[src/rtl/sps_pkg.sv]
// Package of constants for the suspend power signalling block
package sps_pkg;
  // Register offsets (function 0 configuration space, byte address)
  localparam logic [7:0]  GENERAL_CONFIG_OFF      = 8'hB0;
  localparam logic [31:0] GENERAL_CONFIG_RST      = 32'h0000_0000;
  // Field positions in general_config
  localparam int          CFG_EXT_CLOCK_REMAP     = 0;
  localparam int          CFG_DISK_SUPPLY_SPARE   = 1;
  // Own power control register
  localparam logic [7:0]  POWER_CTRL_OFF          = 8'hB4;
  localparam logic [31:0] POWER_CTRL_RST          = 32'h0000_0000;
  localparam int          PWR_STATE_LSB           = 0;
  localparam int          PWR_CPU_HALT            = 2;
  localparam int          PWR_BUS_HALT            = 3;
  localparam int          PWR_CACHE_SLEEP         = 4;
  // General output register, inputs readback
  localparam logic [7:0]  GEN_OUTPUT_OFF          = 8'hB8;
  localparam logic [31:0] GEN_OUTPUT_RST          = 32'h0000_0000;
  localparam logic [7:0]  GEN_INPUT_OFF           = 8'hBC;
  localparam int          GPIO_COUNT              = 15;
  // Index of output 24 and 25 within the 15 general outputs
  localparam int          GEN_OUT_24_IDX          = 8;
  localparam int          GEN_OUT_25_IDX          = 9;
  // X-bus control register
  localparam logic [7:0]  XBUS_CTRL_OFF           = 8'hC0;
  localparam logic [31:0] XBUS_CTRL_RST           = 32'h0000_0000;
  localparam int          XBUS_ENABLE             = 0;
  localparam int          XBUS_DIR                = 1;

  typedef enum logic [1:0] {
    SPS_RUN,
    SPS_POWER_ON_SUSPEND,
    SPS_SUSPEND_TO_RAM,
    SPS_SUSPEND_TO_DISK
  } sps_state_t;
endpackage

[src/rtl/sps_regs.sv]
// Register file of the suspend power signalling block
`timescale 1ns/1ps
`default_nettype none
module sps_regs
  import sps_pkg::*;
(
  // Clock and reset
  input  wire logic        i_clk_sys,
  input  wire logic        i_rst_n,
  // Register port
  input  wire logic        i_reg_wr,
  input  wire logic [7:0]  i_reg_addr,
  input  wire logic [31:0] i_reg_wdata,
  output logic      [31:0] o_reg_rdata,
  // Register contents and observed state
  input  wire logic [14:0] i_general_input,
  input  wire logic [1:0]  i_state,
  output logic      [31:0] o_general_config,
  output logic      [31:0] o_power_ctrl,
  output logic      [31:0] o_gen_output,
  output logic      [31:0] o_xbus_ctrl
);
  logic [31:0] cfg_q;
  logic [31:0] pwr_q;
  logic [31:0] genout_q;
  logic [31:0] xbus_q;
  logic [31:0] rdata_d;

  // Status read shows the live suspend state in bits 9:8
  assign rdata_d = (i_reg_addr == GENERAL_CONFIG_OFF) ? cfg_q :
                   (i_reg_addr == POWER_CTRL_OFF)     ? {22'h0, i_state, pwr_q[7:0]} :
                   (i_reg_addr == GEN_OUTPUT_OFF)     ? {17'h0, genout_q[14:0]} :
                   (i_reg_addr == GEN_INPUT_OFF)      ? {17'h0, i_general_input} :
                   (i_reg_addr == XBUS_CTRL_OFF)      ? {30'h0, xbus_q[1:0]} : 32'h0;

  always_ff @(posedge i_clk_sys) begin
    if (!i_rst_n) begin
      cfg_q       <= GENERAL_CONFIG_RST;
      pwr_q       <= POWER_CTRL_RST;
      genout_q    <= GEN_OUTPUT_RST;
      xbus_q      <= XBUS_CTRL_RST;
      o_reg_rdata <= 32'h0;
    end else begin
      o_reg_rdata <= rdata_d;
      if (i_reg_wr && i_reg_addr == GENERAL_CONFIG_OFF) cfg_q <= i_reg_wdata;
      if (i_reg_wr && i_reg_addr == POWER_CTRL_OFF) pwr_q <= i_reg_wdata;
      if (i_reg_wr && i_reg_addr == GEN_OUTPUT_OFF) genout_q <= i_reg_wdata;
      if (i_reg_wr && i_reg_addr == XBUS_CTRL_OFF) xbus_q <= i_reg_wdata;
    end
  end

  assign o_general_config = cfg_q;
  assign o_power_ctrl     = pwr_q;
  assign o_gen_output     = genout_q;
  assign o_xbus_ctrl      = xbus_q;
endmodule
`default_nettype wire

[src/rtl/sps_top.sv]
// Suspend and power control signalling toward the board
`timescale 1ns/1ps
`default_nettype none
module sps_top
  import sps_pkg::*;
(
  // Clock and reset
  input  wire logic        i_clk_sys,
  input  wire logic        i_rst_n,
  input  wire logic        i_resume_well_reset_n,
  // Register port
  input  wire logic        i_reg_wr,
  input  wire logic [7:0]  i_reg_addr,
  input  wire logic [31:0] i_reg_wdata,
  output logic      [31:0] o_reg_rdata,
  // Power signalling
  output logic             o_suspend_out_a_n,
  output logic             o_suspend_out_c_n,
  output logic             o_processor_clock_halt_n,
  output logic             o_bus_clock_halt_n,
  output logic             o_cache_sleep,
  // General purpose pins and remapped clock chip pins
  input  wire logic [14:0] i_general_input,
  output logic      [14:0] o_general_output,
  input  wire logic        i_ext_clock_select_n,
  input  wire logic        i_ext_clock_addr_latch,
  output logic             o_ext_clock_select_n,
  output logic             o_ext_clock_addr_latch,
  // X-bus transceiver
  output logic             o_xbus_output_enable_n,
  output logic             o_xbus_direction
);
  logic [31:0] cfg;
  logic [31:0] pwr;
  logic [31:0] genout;
  logic [31:0] xbus;
  sps_state_t  state_q;
  sps_state_t  state_d;
  logic        in_suspend;
  logic        remap_mode;
  logic [14:0] genout_d;
  logic        rst_seen_q;

  // Suspend-to-disk decode, shared by the output stage and its checks
  function automatic logic is_disk(input sps_state_t s);
    return s == SPS_SUSPEND_TO_DISK;
  endfunction

  // Internal resume reset combined: both resets idle the power outputs
  logic rst_all_n;
  assign rst_all_n = i_rst_n & i_resume_well_reset_n;

  sps_regs u_regs (
    .i_clk_sys        (i_clk_sys),
    .i_rst_n          (rst_all_n),
    .i_reg_wr         (i_reg_wr),
    .i_reg_addr       (i_reg_addr),
    .i_reg_wdata      (i_reg_wdata),
    .o_reg_rdata      (o_reg_rdata),
    .i_general_input  (i_general_input),
    .i_state          (state_q),
    .o_general_config (cfg),
    .o_power_ctrl     (pwr),
    .o_gen_output     (genout),
    .o_xbus_ctrl      (xbus)
  );

  assign state_d    = sps_state_t'(pwr[PWR_STATE_LSB +: 2]);
  assign in_suspend = (state_q != SPS_RUN);

  assign remap_mode = cfg[CFG_EXT_CLOCK_REMAP];
  // all fifteen outputs usable as general outputs
  assign genout_d   = genout[14:0];

  always_ff @(posedge i_clk_sys) begin
    if (!rst_all_n) begin
      state_q <= SPS_RUN;
    end else begin
      state_q <= state_d;
    end
  end

  // Set once reset has been seen; keeps the idle checks off the
  // very first edge, when the outputs are still unknown
  always_ff @(posedge i_clk_sys) begin
    if (!rst_all_n) begin
      rst_seen_q <= 1'b1;
    end
  end

  // outputs registered; active-low outputs idle high, the others low after reset
  always_ff @(posedge i_clk_sys) begin
    if (!rst_all_n) begin
      o_suspend_out_a_n        <= 1'b1;
      o_suspend_out_c_n        <= 1'b1;
      o_processor_clock_halt_n <= 1'b1;
      o_bus_clock_halt_n       <= 1'b1;
      o_cache_sleep            <= 1'b0;
      o_general_output         <= 15'h0;
      o_ext_clock_select_n     <= 1'b1;
      o_ext_clock_addr_latch   <= 1'b0;
      o_xbus_output_enable_n   <= 1'b1;
      o_xbus_direction         <= 1'b0;
    end else begin
      // low in any suspend state; feeds clock generator power-down
      o_suspend_out_a_n        <= ~in_suspend;
      o_suspend_out_c_n        <= ~is_disk(state_q);
      o_processor_clock_halt_n <= ~pwr[PWR_CPU_HALT];
      o_bus_clock_halt_n       <= ~pwr[PWR_BUS_HALT];
      o_cache_sleep            <= pwr[PWR_CACHE_SLEEP];
      o_general_output         <= genout_d;
      // pins follow outputs 24/25 when remapped
      o_ext_clock_select_n     <= remap_mode ? genout_d[GEN_OUT_24_IDX] : i_ext_clock_select_n;
      o_ext_clock_addr_latch   <= remap_mode ? genout_d[GEN_OUT_25_IDX] : i_ext_clock_addr_latch;
      o_xbus_output_enable_n   <= ~xbus[XBUS_ENABLE];
      o_xbus_direction         <= xbus[XBUS_DIR];
    end
  end

  susp_a_level_a: assert property (@(posedge i_clk_sys) disable iff (!rst_all_n)
    $past(rst_all_n) |-> (o_suspend_out_a_n == ($past(state_q) == SPS_RUN)))
    else $error("first suspend output wrong");

  susp_c_disk_a: assert property (@(posedge i_clk_sys) disable iff (!rst_all_n)
    $past(rst_all_n) && !o_suspend_out_c_n |-> !o_suspend_out_a_n)
    else $error("third suspend without first");

  susp_c_level_a: assert property (@(posedge i_clk_sys) disable iff (!rst_all_n)
    $past(rst_all_n) |-> (o_suspend_out_c_n == !is_disk($past(state_q))))
    else $error("third suspend output wrong");

  state_load_a: assert property (@(posedge i_clk_sys) disable iff (!rst_all_n)
    $past(rst_all_n) |-> (state_q == sps_state_t'($past(pwr[PWR_STATE_LSB +: 2]))))
    else $error("suspend state not loaded");

  state_read_a: assert property (@(posedge i_clk_sys) disable iff (!rst_all_n)
    $past(rst_all_n) && ($past(i_reg_addr) == POWER_CTRL_OFF)
      |-> (o_reg_rdata[9:8] == 2'($past(state_q))))
    else $error("suspend state readback wrong");

  cpu_halt_a: assert property (@(posedge i_clk_sys) disable iff (!rst_all_n)
    $past(rst_all_n) |-> (o_processor_clock_halt_n == !$past(pwr[PWR_CPU_HALT])))
    else $error("processor clock halt wrong");

  bus_halt_a: assert property (@(posedge i_clk_sys) disable iff (!rst_all_n)
    $past(rst_all_n) |-> (o_bus_clock_halt_n == !$past(pwr[PWR_BUS_HALT])))
    else $error("bus clock halt wrong");

  cache_sleep_a: assert property (@(posedge i_clk_sys) disable iff (!rst_all_n)
    $past(rst_all_n) |-> (o_cache_sleep == $past(pwr[PWR_CACHE_SLEEP])))
    else $error("cache sleep wrong");

  clk_remap_a: assert property (@(posedge i_clk_sys) disable iff (!rst_all_n)
    $past(rst_all_n) && $past(remap_mode)
      |-> (o_ext_clock_select_n == $past(genout[GEN_OUT_24_IDX])))
    else $error("clock select remap wrong");

  latch_remap_a: assert property (@(posedge i_clk_sys) disable iff (!rst_all_n)
    $past(rst_all_n) && $past(remap_mode)
      |-> (o_ext_clock_addr_latch == $past(genout[GEN_OUT_25_IDX])))
    else $error("address latch remap wrong");

  native_pins_a: assert property (@(posedge i_clk_sys) disable iff (!rst_all_n)
    $past(rst_all_n) && !$past(remap_mode)
      |-> ((o_ext_clock_select_n == $past(i_ext_clock_select_n))
           && (o_ext_clock_addr_latch == $past(i_ext_clock_addr_latch))))
    else $error("native clock pins wrong");

  gen_out_a: assert property (@(posedge i_clk_sys) disable iff (!rst_all_n)
    $past(rst_all_n) |-> (o_general_output == $past(genout_d)))
    else $error("general outputs wrong");

  xbus_en_a: assert property (@(posedge i_clk_sys) disable iff (!rst_all_n)
    $past(rst_all_n) |-> (o_xbus_output_enable_n == !$past(xbus[XBUS_ENABLE])))
    else $error("xbus enable wrong");

  xbus_dir_a: assert property (@(posedge i_clk_sys) disable iff (!rst_all_n)
    $past(rst_all_n) |-> (o_xbus_direction == $past(xbus[XBUS_DIR])))
    else $error("xbus direction wrong");

  reset_idle_a: assert property (@(posedge i_clk_sys)
    rst_seen_q && !$past(rst_all_n)
      |-> (o_suspend_out_a_n && o_suspend_out_c_n && o_processor_clock_halt_n
           && o_bus_clock_halt_n && !o_cache_sleep))
    else $error("outputs not idle after reset");

  pins_idle_a: assert property (@(posedge i_clk_sys)
    rst_seen_q && !$past(rst_all_n)
      |-> (o_xbus_output_enable_n && !o_xbus_direction && (o_general_output == 15'h0)))
    else $error("pins not idle after reset");
endmodule
`default_nettype wire

[config.mk]
export PLATFORM = sky130hd
export DESIGN_NAME = sps_top
export DESIGN_NICKNAME = d
export VERILOG_FILES = /design/src/rtl/sps_pkg.sv /design/src/rtl/sps_regs.sv /design/src/rtl/sps_top.sv
export SDC_FILE = /design/constraint.sdc
export NUM_CORES = 1
export LEC_CHECK = 0
export BUFFER_PORTS_ARGS = -buffer_cell sky130_fd_sc_hd__buf_2
export CAP_MARGIN = 40
export CORE_ASPECT_RATIO = 0.9
export CORE_MARGIN = 3
export CORE_UTILIZATION = 51
export CTS_CLUSTER_DIAMETER = 40
export DETAILED_ROUTE_END_ITERATION = 6
export PLACE_DENSITY = 0.79
export SLEW_MARGIN = 25
export SYNTH_ARGS = -nofsm -noshare
export SYNTH_HDL_FRONTEND = slang
export SYNTH_SLANG_ARGS = --single-unit
[constraint.sdc]
create_clock -name i_clk_sys -period 2.3 [get_ports i_clk_sys]
set_input_delay 0.345 -clock i_clk_sys [delete_from_list [all_inputs] [get_ports i_clk_sys]]
set_output_delay 0.345 -clock i_clk_sys [all_outputs]
set_load 0.03 [all_outputs]
### Word-level counts from Yosys, hierarchy flattened

Index checks and enable logic that the tools add are counted.

| word-level totals | value |
|---|---|
| register bits after elaboration | 115 |
| output and inout port bits | 56 |

| cells by class | value |
|---|---|
| equality and inequality tests | 6 |
| multiplexer cells | 7 |
| bitwise logic cells | 6 |
| reduce and logical (&&, ||, !) cells | 5 |

Operators with widths:

| operator | count |
|---|---|
| $mux W32 | 4 |
| $eq A8 B8 Y1 const B | 5 |
| $not A1 Y1 | 5 |
| $logic_and A1 B1 Y1 | 4 |
| $eq A2 B2 Y1 const B | 1 |
| $mux W1 | 2 |
| $mux W2 | 1 |
| $reduce_bool A2 Y1 | 1 |
| $and A1 B1 Y1 | 1 |

### Logic depth before layout (Yosys ltp)

| logic depth | value |
|---|---|
| depth after elaboration | 6 |
| gate-level depth with buffers | 6 |

### Modules after synthesis

Synthesis repeated with hierarchy kept, for this count alone.

| second synthesis, totals | value |
|---|---|
| cell total of the unflattened synthesis | 744 |
| area total of the unflattened synthesis | 6974.2 um^2 |

By module, submodules not included:

| module | instances | cells each | area each (um^2) |
|---|---|---|---|
| sps_regs | 1 | 684 | 6217.2 |
| sps_top | 1 | 60 | 757.0 |

### Least setup slack after synthesis

No wires, ideal clock.

| path | value |
|---|---|
| path kind | input to register |
| from | input port i_reg_addr[3] |
| to | register u_regs.xbus_q[0], in the netlist u_regs.o_xbus_ctrl[0] |
| library setup time | 132 ps |
| data arrival time | 1604 ps |
| required time | 2168 ps |
| path slack | 564 ps |
| stages | 5 |
| buffers on the path | 1 |
| cell sequence | buf_6 > or4_4 > or4b_1 > nand2_1 > a21oi_1 |

| between the ends | value |
|---|---|
| word-level cells in the longest chain between the ends | 2 |

Ends and longest elaborated chain:

| element | RTL line | source |
|---|---|---|
| from (decl) | sps_top.sv:13 | `input wire logic [7:0] i_reg_addr,` |
| $eq A8 B8 Y1 | sps_regs.sv:48 | `if (i_reg_wr && i_reg_addr == XBUS_CTRL_OFF) xbus_q <= i_reg_wdata;` |
| $logic_and A1 B1 Y1 | sps_regs.sv:48 |  |
| to (signal assigned) | sps_regs.sv:48 |  |
| to (decl) | sps_regs.sv:26 | `logic [31:0] xbus_q;` |

Every way passes these cells.
A chain may end at the register's enable or synchronous reset.

### Worst setup path in the final report

| path | value |
|---|---|
| from | input port i_reg_addr[3] |
| to | register u_regs.pwr_q[2], in the netlist u_regs.o_power_ctrl[2] |

| between the ends | value |
|---|---|
| word-level cells in the longest chain between the ends | 2 |

Ends and longest elaborated chain:

| element | RTL line | source |
|---|---|---|
| $eq A8 B8 Y1 | sps_regs.sv:46 | `if (i_reg_wr && i_reg_addr == POWER_CTRL_OFF) pwr_q <= i_reg_wdata;` |
| $logic_and A1 B1 Y1 | sps_regs.sv:46 |  |
| to (signal assigned) | sps_regs.sv:46 |  |
| to (decl) | sps_regs.sv:24 | `logic [31:0] pwr_q;` |

Every way passes these cells.

==> key figures <==
Yosys
  – Post-synthesis cell type with the largest combined area: dfxtp_1
  – Top cell type's share of synthesized area: 57.5%
  – Main area contributors after synthesis: dfxtp_1, nand2_1, mux2i_1, a21oi_1, and3_1
  – Flops & latches, synth: 115
  – Yosys cell types: 33
  – Top post-synthesis cells by count: dfxtp_1, nand2_1, a21oi_1
  – Synth Cell Area: 0.00401 mm²
  – Top FF cell, synth: dfxtp_1
  – Sequential share of the synthesized area: 57.5%
  – Most numerous cell in the Yosys netlist: dfxtp_1
  – Post-Syn Area per Cell: 9.45 µm²
  – Synth warnings: 0
  – EDFF count, synth: 0
  – Async set-reset flop share out of synthesis: 0%
  – Mapped Cells: 424
  – Post-synth net total: 485

Setup path
  – R2r endpoint: u_regs.o_reg_rdata[0]
  – Critical Path End Type: flop
  – Reg-to-reg setup timing slack: 1.29 ns
  – Reg2reg path depth: 2
  – Worst-path maximum fanout: 18
  – Required @ worst endpoint: 2.67 ns
  – Crit path DAT: 1.90 ns
  – Crit Path Class: in2reg
  – Worst flop-to-flop path startpoint: u_regs.o_general_config[0]
  – Startpoint types: primary input

CTS
  – Clk Latency, worst-skew pair: 0.51 ns
  – Post_cts resized: 0
  – Longest Clk Path Bufs: 2
  – Htree depth: 4
  – CTS root buf: clkbuf_8
  – Clock-pin slew on the worst setup and hold paths: 0.06 ns
  – Hold-fix buffers, CTS: 0
  – Clock sinks: 115
  – Post-CTS Setup Bufs: 0
  – CTS tree: yes
  – Clock buffer count from CTS: 17

Power and ir drop
  – Pwr per Cell Area: 921 mW/mm²
  – Peak VDD IR: 0.631 mV
  – Pwr Total: 4.90 mW
  – Leak: 2.45 nW

Floorplanning
  – FP Rows: 30
  – Starting density of the core: 52.8%
  – Die height: 90.1 µm
  – Core footprint: 0.00758 mm²
  – Die width: 99.4 µm
  – # IOs: 117
  – Die Area: 0.00896 mm²

Hold path
  – Worst Hold Class: in2reg
  – Hold EP: u_regs.o_general_config[19]
  – Hold path depth: 3
  – Hold_sp: i_reg_wdata[19]

Detailed routing
  – Vias per cell: 5.34
  – Avg WL per Cell: 15.7 µm
  – ANT nets after route: 0
  – Total wire length: 10.3 mm
  – DR pass1 iterations: 6
  – DRC viols: 0
  – Vias after detailed routing: 3487
  – Detailed Route Iter0 Violations: 176

STA
  – Period utilization: 66.3%
  – Layout Skew: 0.0111 ns
  – Max Clock Freq: 656 MHz
  – Max-Slew Margin vs Limit: 63.4%
  – Post-route setup slack: 0.775 ns
  – RSZ-0062 raised after global routing: no
  – Clock period minus worst slack: 1.53 ns
  – Worst-Margin Slew: 0.548 ns
  – Setup violations, final: 0
  – Final TNS setup: 0 ns
  – Pins over their slew limit: 0
  – Final Hold Violating Endpoints: 0

Global routing
  – GR Overflow Total: 0
  – Met1 Usage GRT: 29.4%
  – Most Crowded Layer GR: met2
  – GR Util met3: 6.52%
  – Vias in the first global route: 3364
  – GRT met2 Usage: 37.9%
  – First-pass GRT wire length: 16.5 mm
  – Pin count of the biggest net entering global routing: 33
  – Initial antenna violation count: 0
  – All-Layer GR Usage: 23.6%

Final layout
  – Synthesis-to-layout area growth: 32.7%
  – Area of the multi-input gates: 0.00158 mm²
  – ANT cells: 0
  – Register area: 0.00230 mm²
  – Layout Nets: 605
  – Fin cells: 653
  – Share of cells above drive strength 1: 29.8%
  – Fill cells: 569

Placement
  – Final HPWL DP: 6.73 mm
  – Port bufs: 116
  – Final Wtd Congestion: 0.881
  – Worst slack at placement: 0.372 ns
  – Placed Cells: 621

Run status
  – Outcome: completed

Job
  – Max-cap violation count: 0
==> power breakdown <==
part / switching (mW) / internal (mW)
combinational: 0.101 / 0.0668
sequential: 0.000634 / 2.00
clock: 0.872 / 1.86
total: 0.974 / 3.93
==> worst max-delay path by stage <==
stage | start | end | slack [ns]
after global placement | i_reg_addr[1] | u_regs.o_xbus_ctrl[1] | 0.43
final | i_reg_addr[3] | u_regs.o_power_ctrl[2] | 0.77
after floorplan | i_reg_addr[3] | u_regs.o_xbus_ctrl[0] | 0.56
after CTS | i_reg_addr[3] | u_regs.o_power_ctrl[2] | 0.86
after detailed placement | i_reg_addr[3] | u_regs.o_power_ctrl[2] | 0.37
after global routing | i_reg_addr[3] | u_regs.o_power_ctrl[2] | 0.61
==> logic make-up after synthesis <==
logic type | count (synthesis) | synth area share, %
buffers and inverters | 28 | 3.25
flip-flops | 115 | 57.5
AND/OR/NAND/NOR | 182 | 21.4
AO/OA/AOI/OAI | 67 | 9.90
multiplexers | 32 | 8.00
==> registers in the layout (all words and copies together) (netlist names) <==
signal                    flops
o_general_output             15
u_regs.o_xbus_ctrl            2
u_regs.o_reg_rdata           32
o_bus_clock_halt_n            1
o_xbus_output_enable_n        1
state_q                       2
o_ext_clock_addr_latch        1
u_regs.o_power_ctrl           8
u_regs.o_gen_output          15
o_xbus_direction              1
o_suspend_out_c_n             1
o_ext_clock_select_n          1
o_cache_sleep                 1
o_processor_clock_halt_n      1
o_suspend_out_a_n             1
u_regs.o_general_config      32
==> worst max-delay path: stages <==
cell and delay, ns:
buf_2 0.11, buf_4 0.20, nor4b_1 0.40, nand3_1 0.49, nand3_1 0.24, o21ai_0 0.11
==> per-layer routing <==
metal	up-vias	wire length, µm
li1	1679	-
met1	1612	4250
met2	170	5030
met3	26	807
met4	0	183
met5	-	0
==> final cells by class <==
| cell class | instances | area share, % |
|---|---|---|
| Sequential cell | 115 | 43.3 |
| Timing Repair Buffer | 128 | 12.8 |
| Clock inverter | 10 | 2.87 |
| Inverter | 1 | 0.0706 |
| Clock buffer | 22 | 8.89 |
| Multi-Input combinational cell | 281 | 29.8 |
| Tap cell | 96 | 2.26 |
==> metrics by stage <==
stage	utilization, %	instance area, µm²	hold WS (ns)
2_1_floorplan	-	4010	0.371
3_3_place_gp	61.9	4690	0.394
3_5_place_dp	61.9	4690	0.396
4_1_cts	70.1	5320	0.0542
5_1_grt	70.1	5320	0.0650
6_report	70.1	5320	0.0689
==> cell usage in the layout, fill, tap and decap left out, drive strengths merged, types with 2 or more instances in the layout <==
master and n:
dfxtp 115, o21ai 11, a21o 2, nand2 96, mux2i 32, o32ai 2, nand2b 2, clkinv 5
o221a 2, buf 128, clkbuf 22, o22ai 6, nand3 11, a21oi 36, and2 18, o2bb2ai 5
nor4 2, a32oi 2, nor3 2, and3 20, bufinv 4, nor2 24
(Power assumes the default switching activity.)
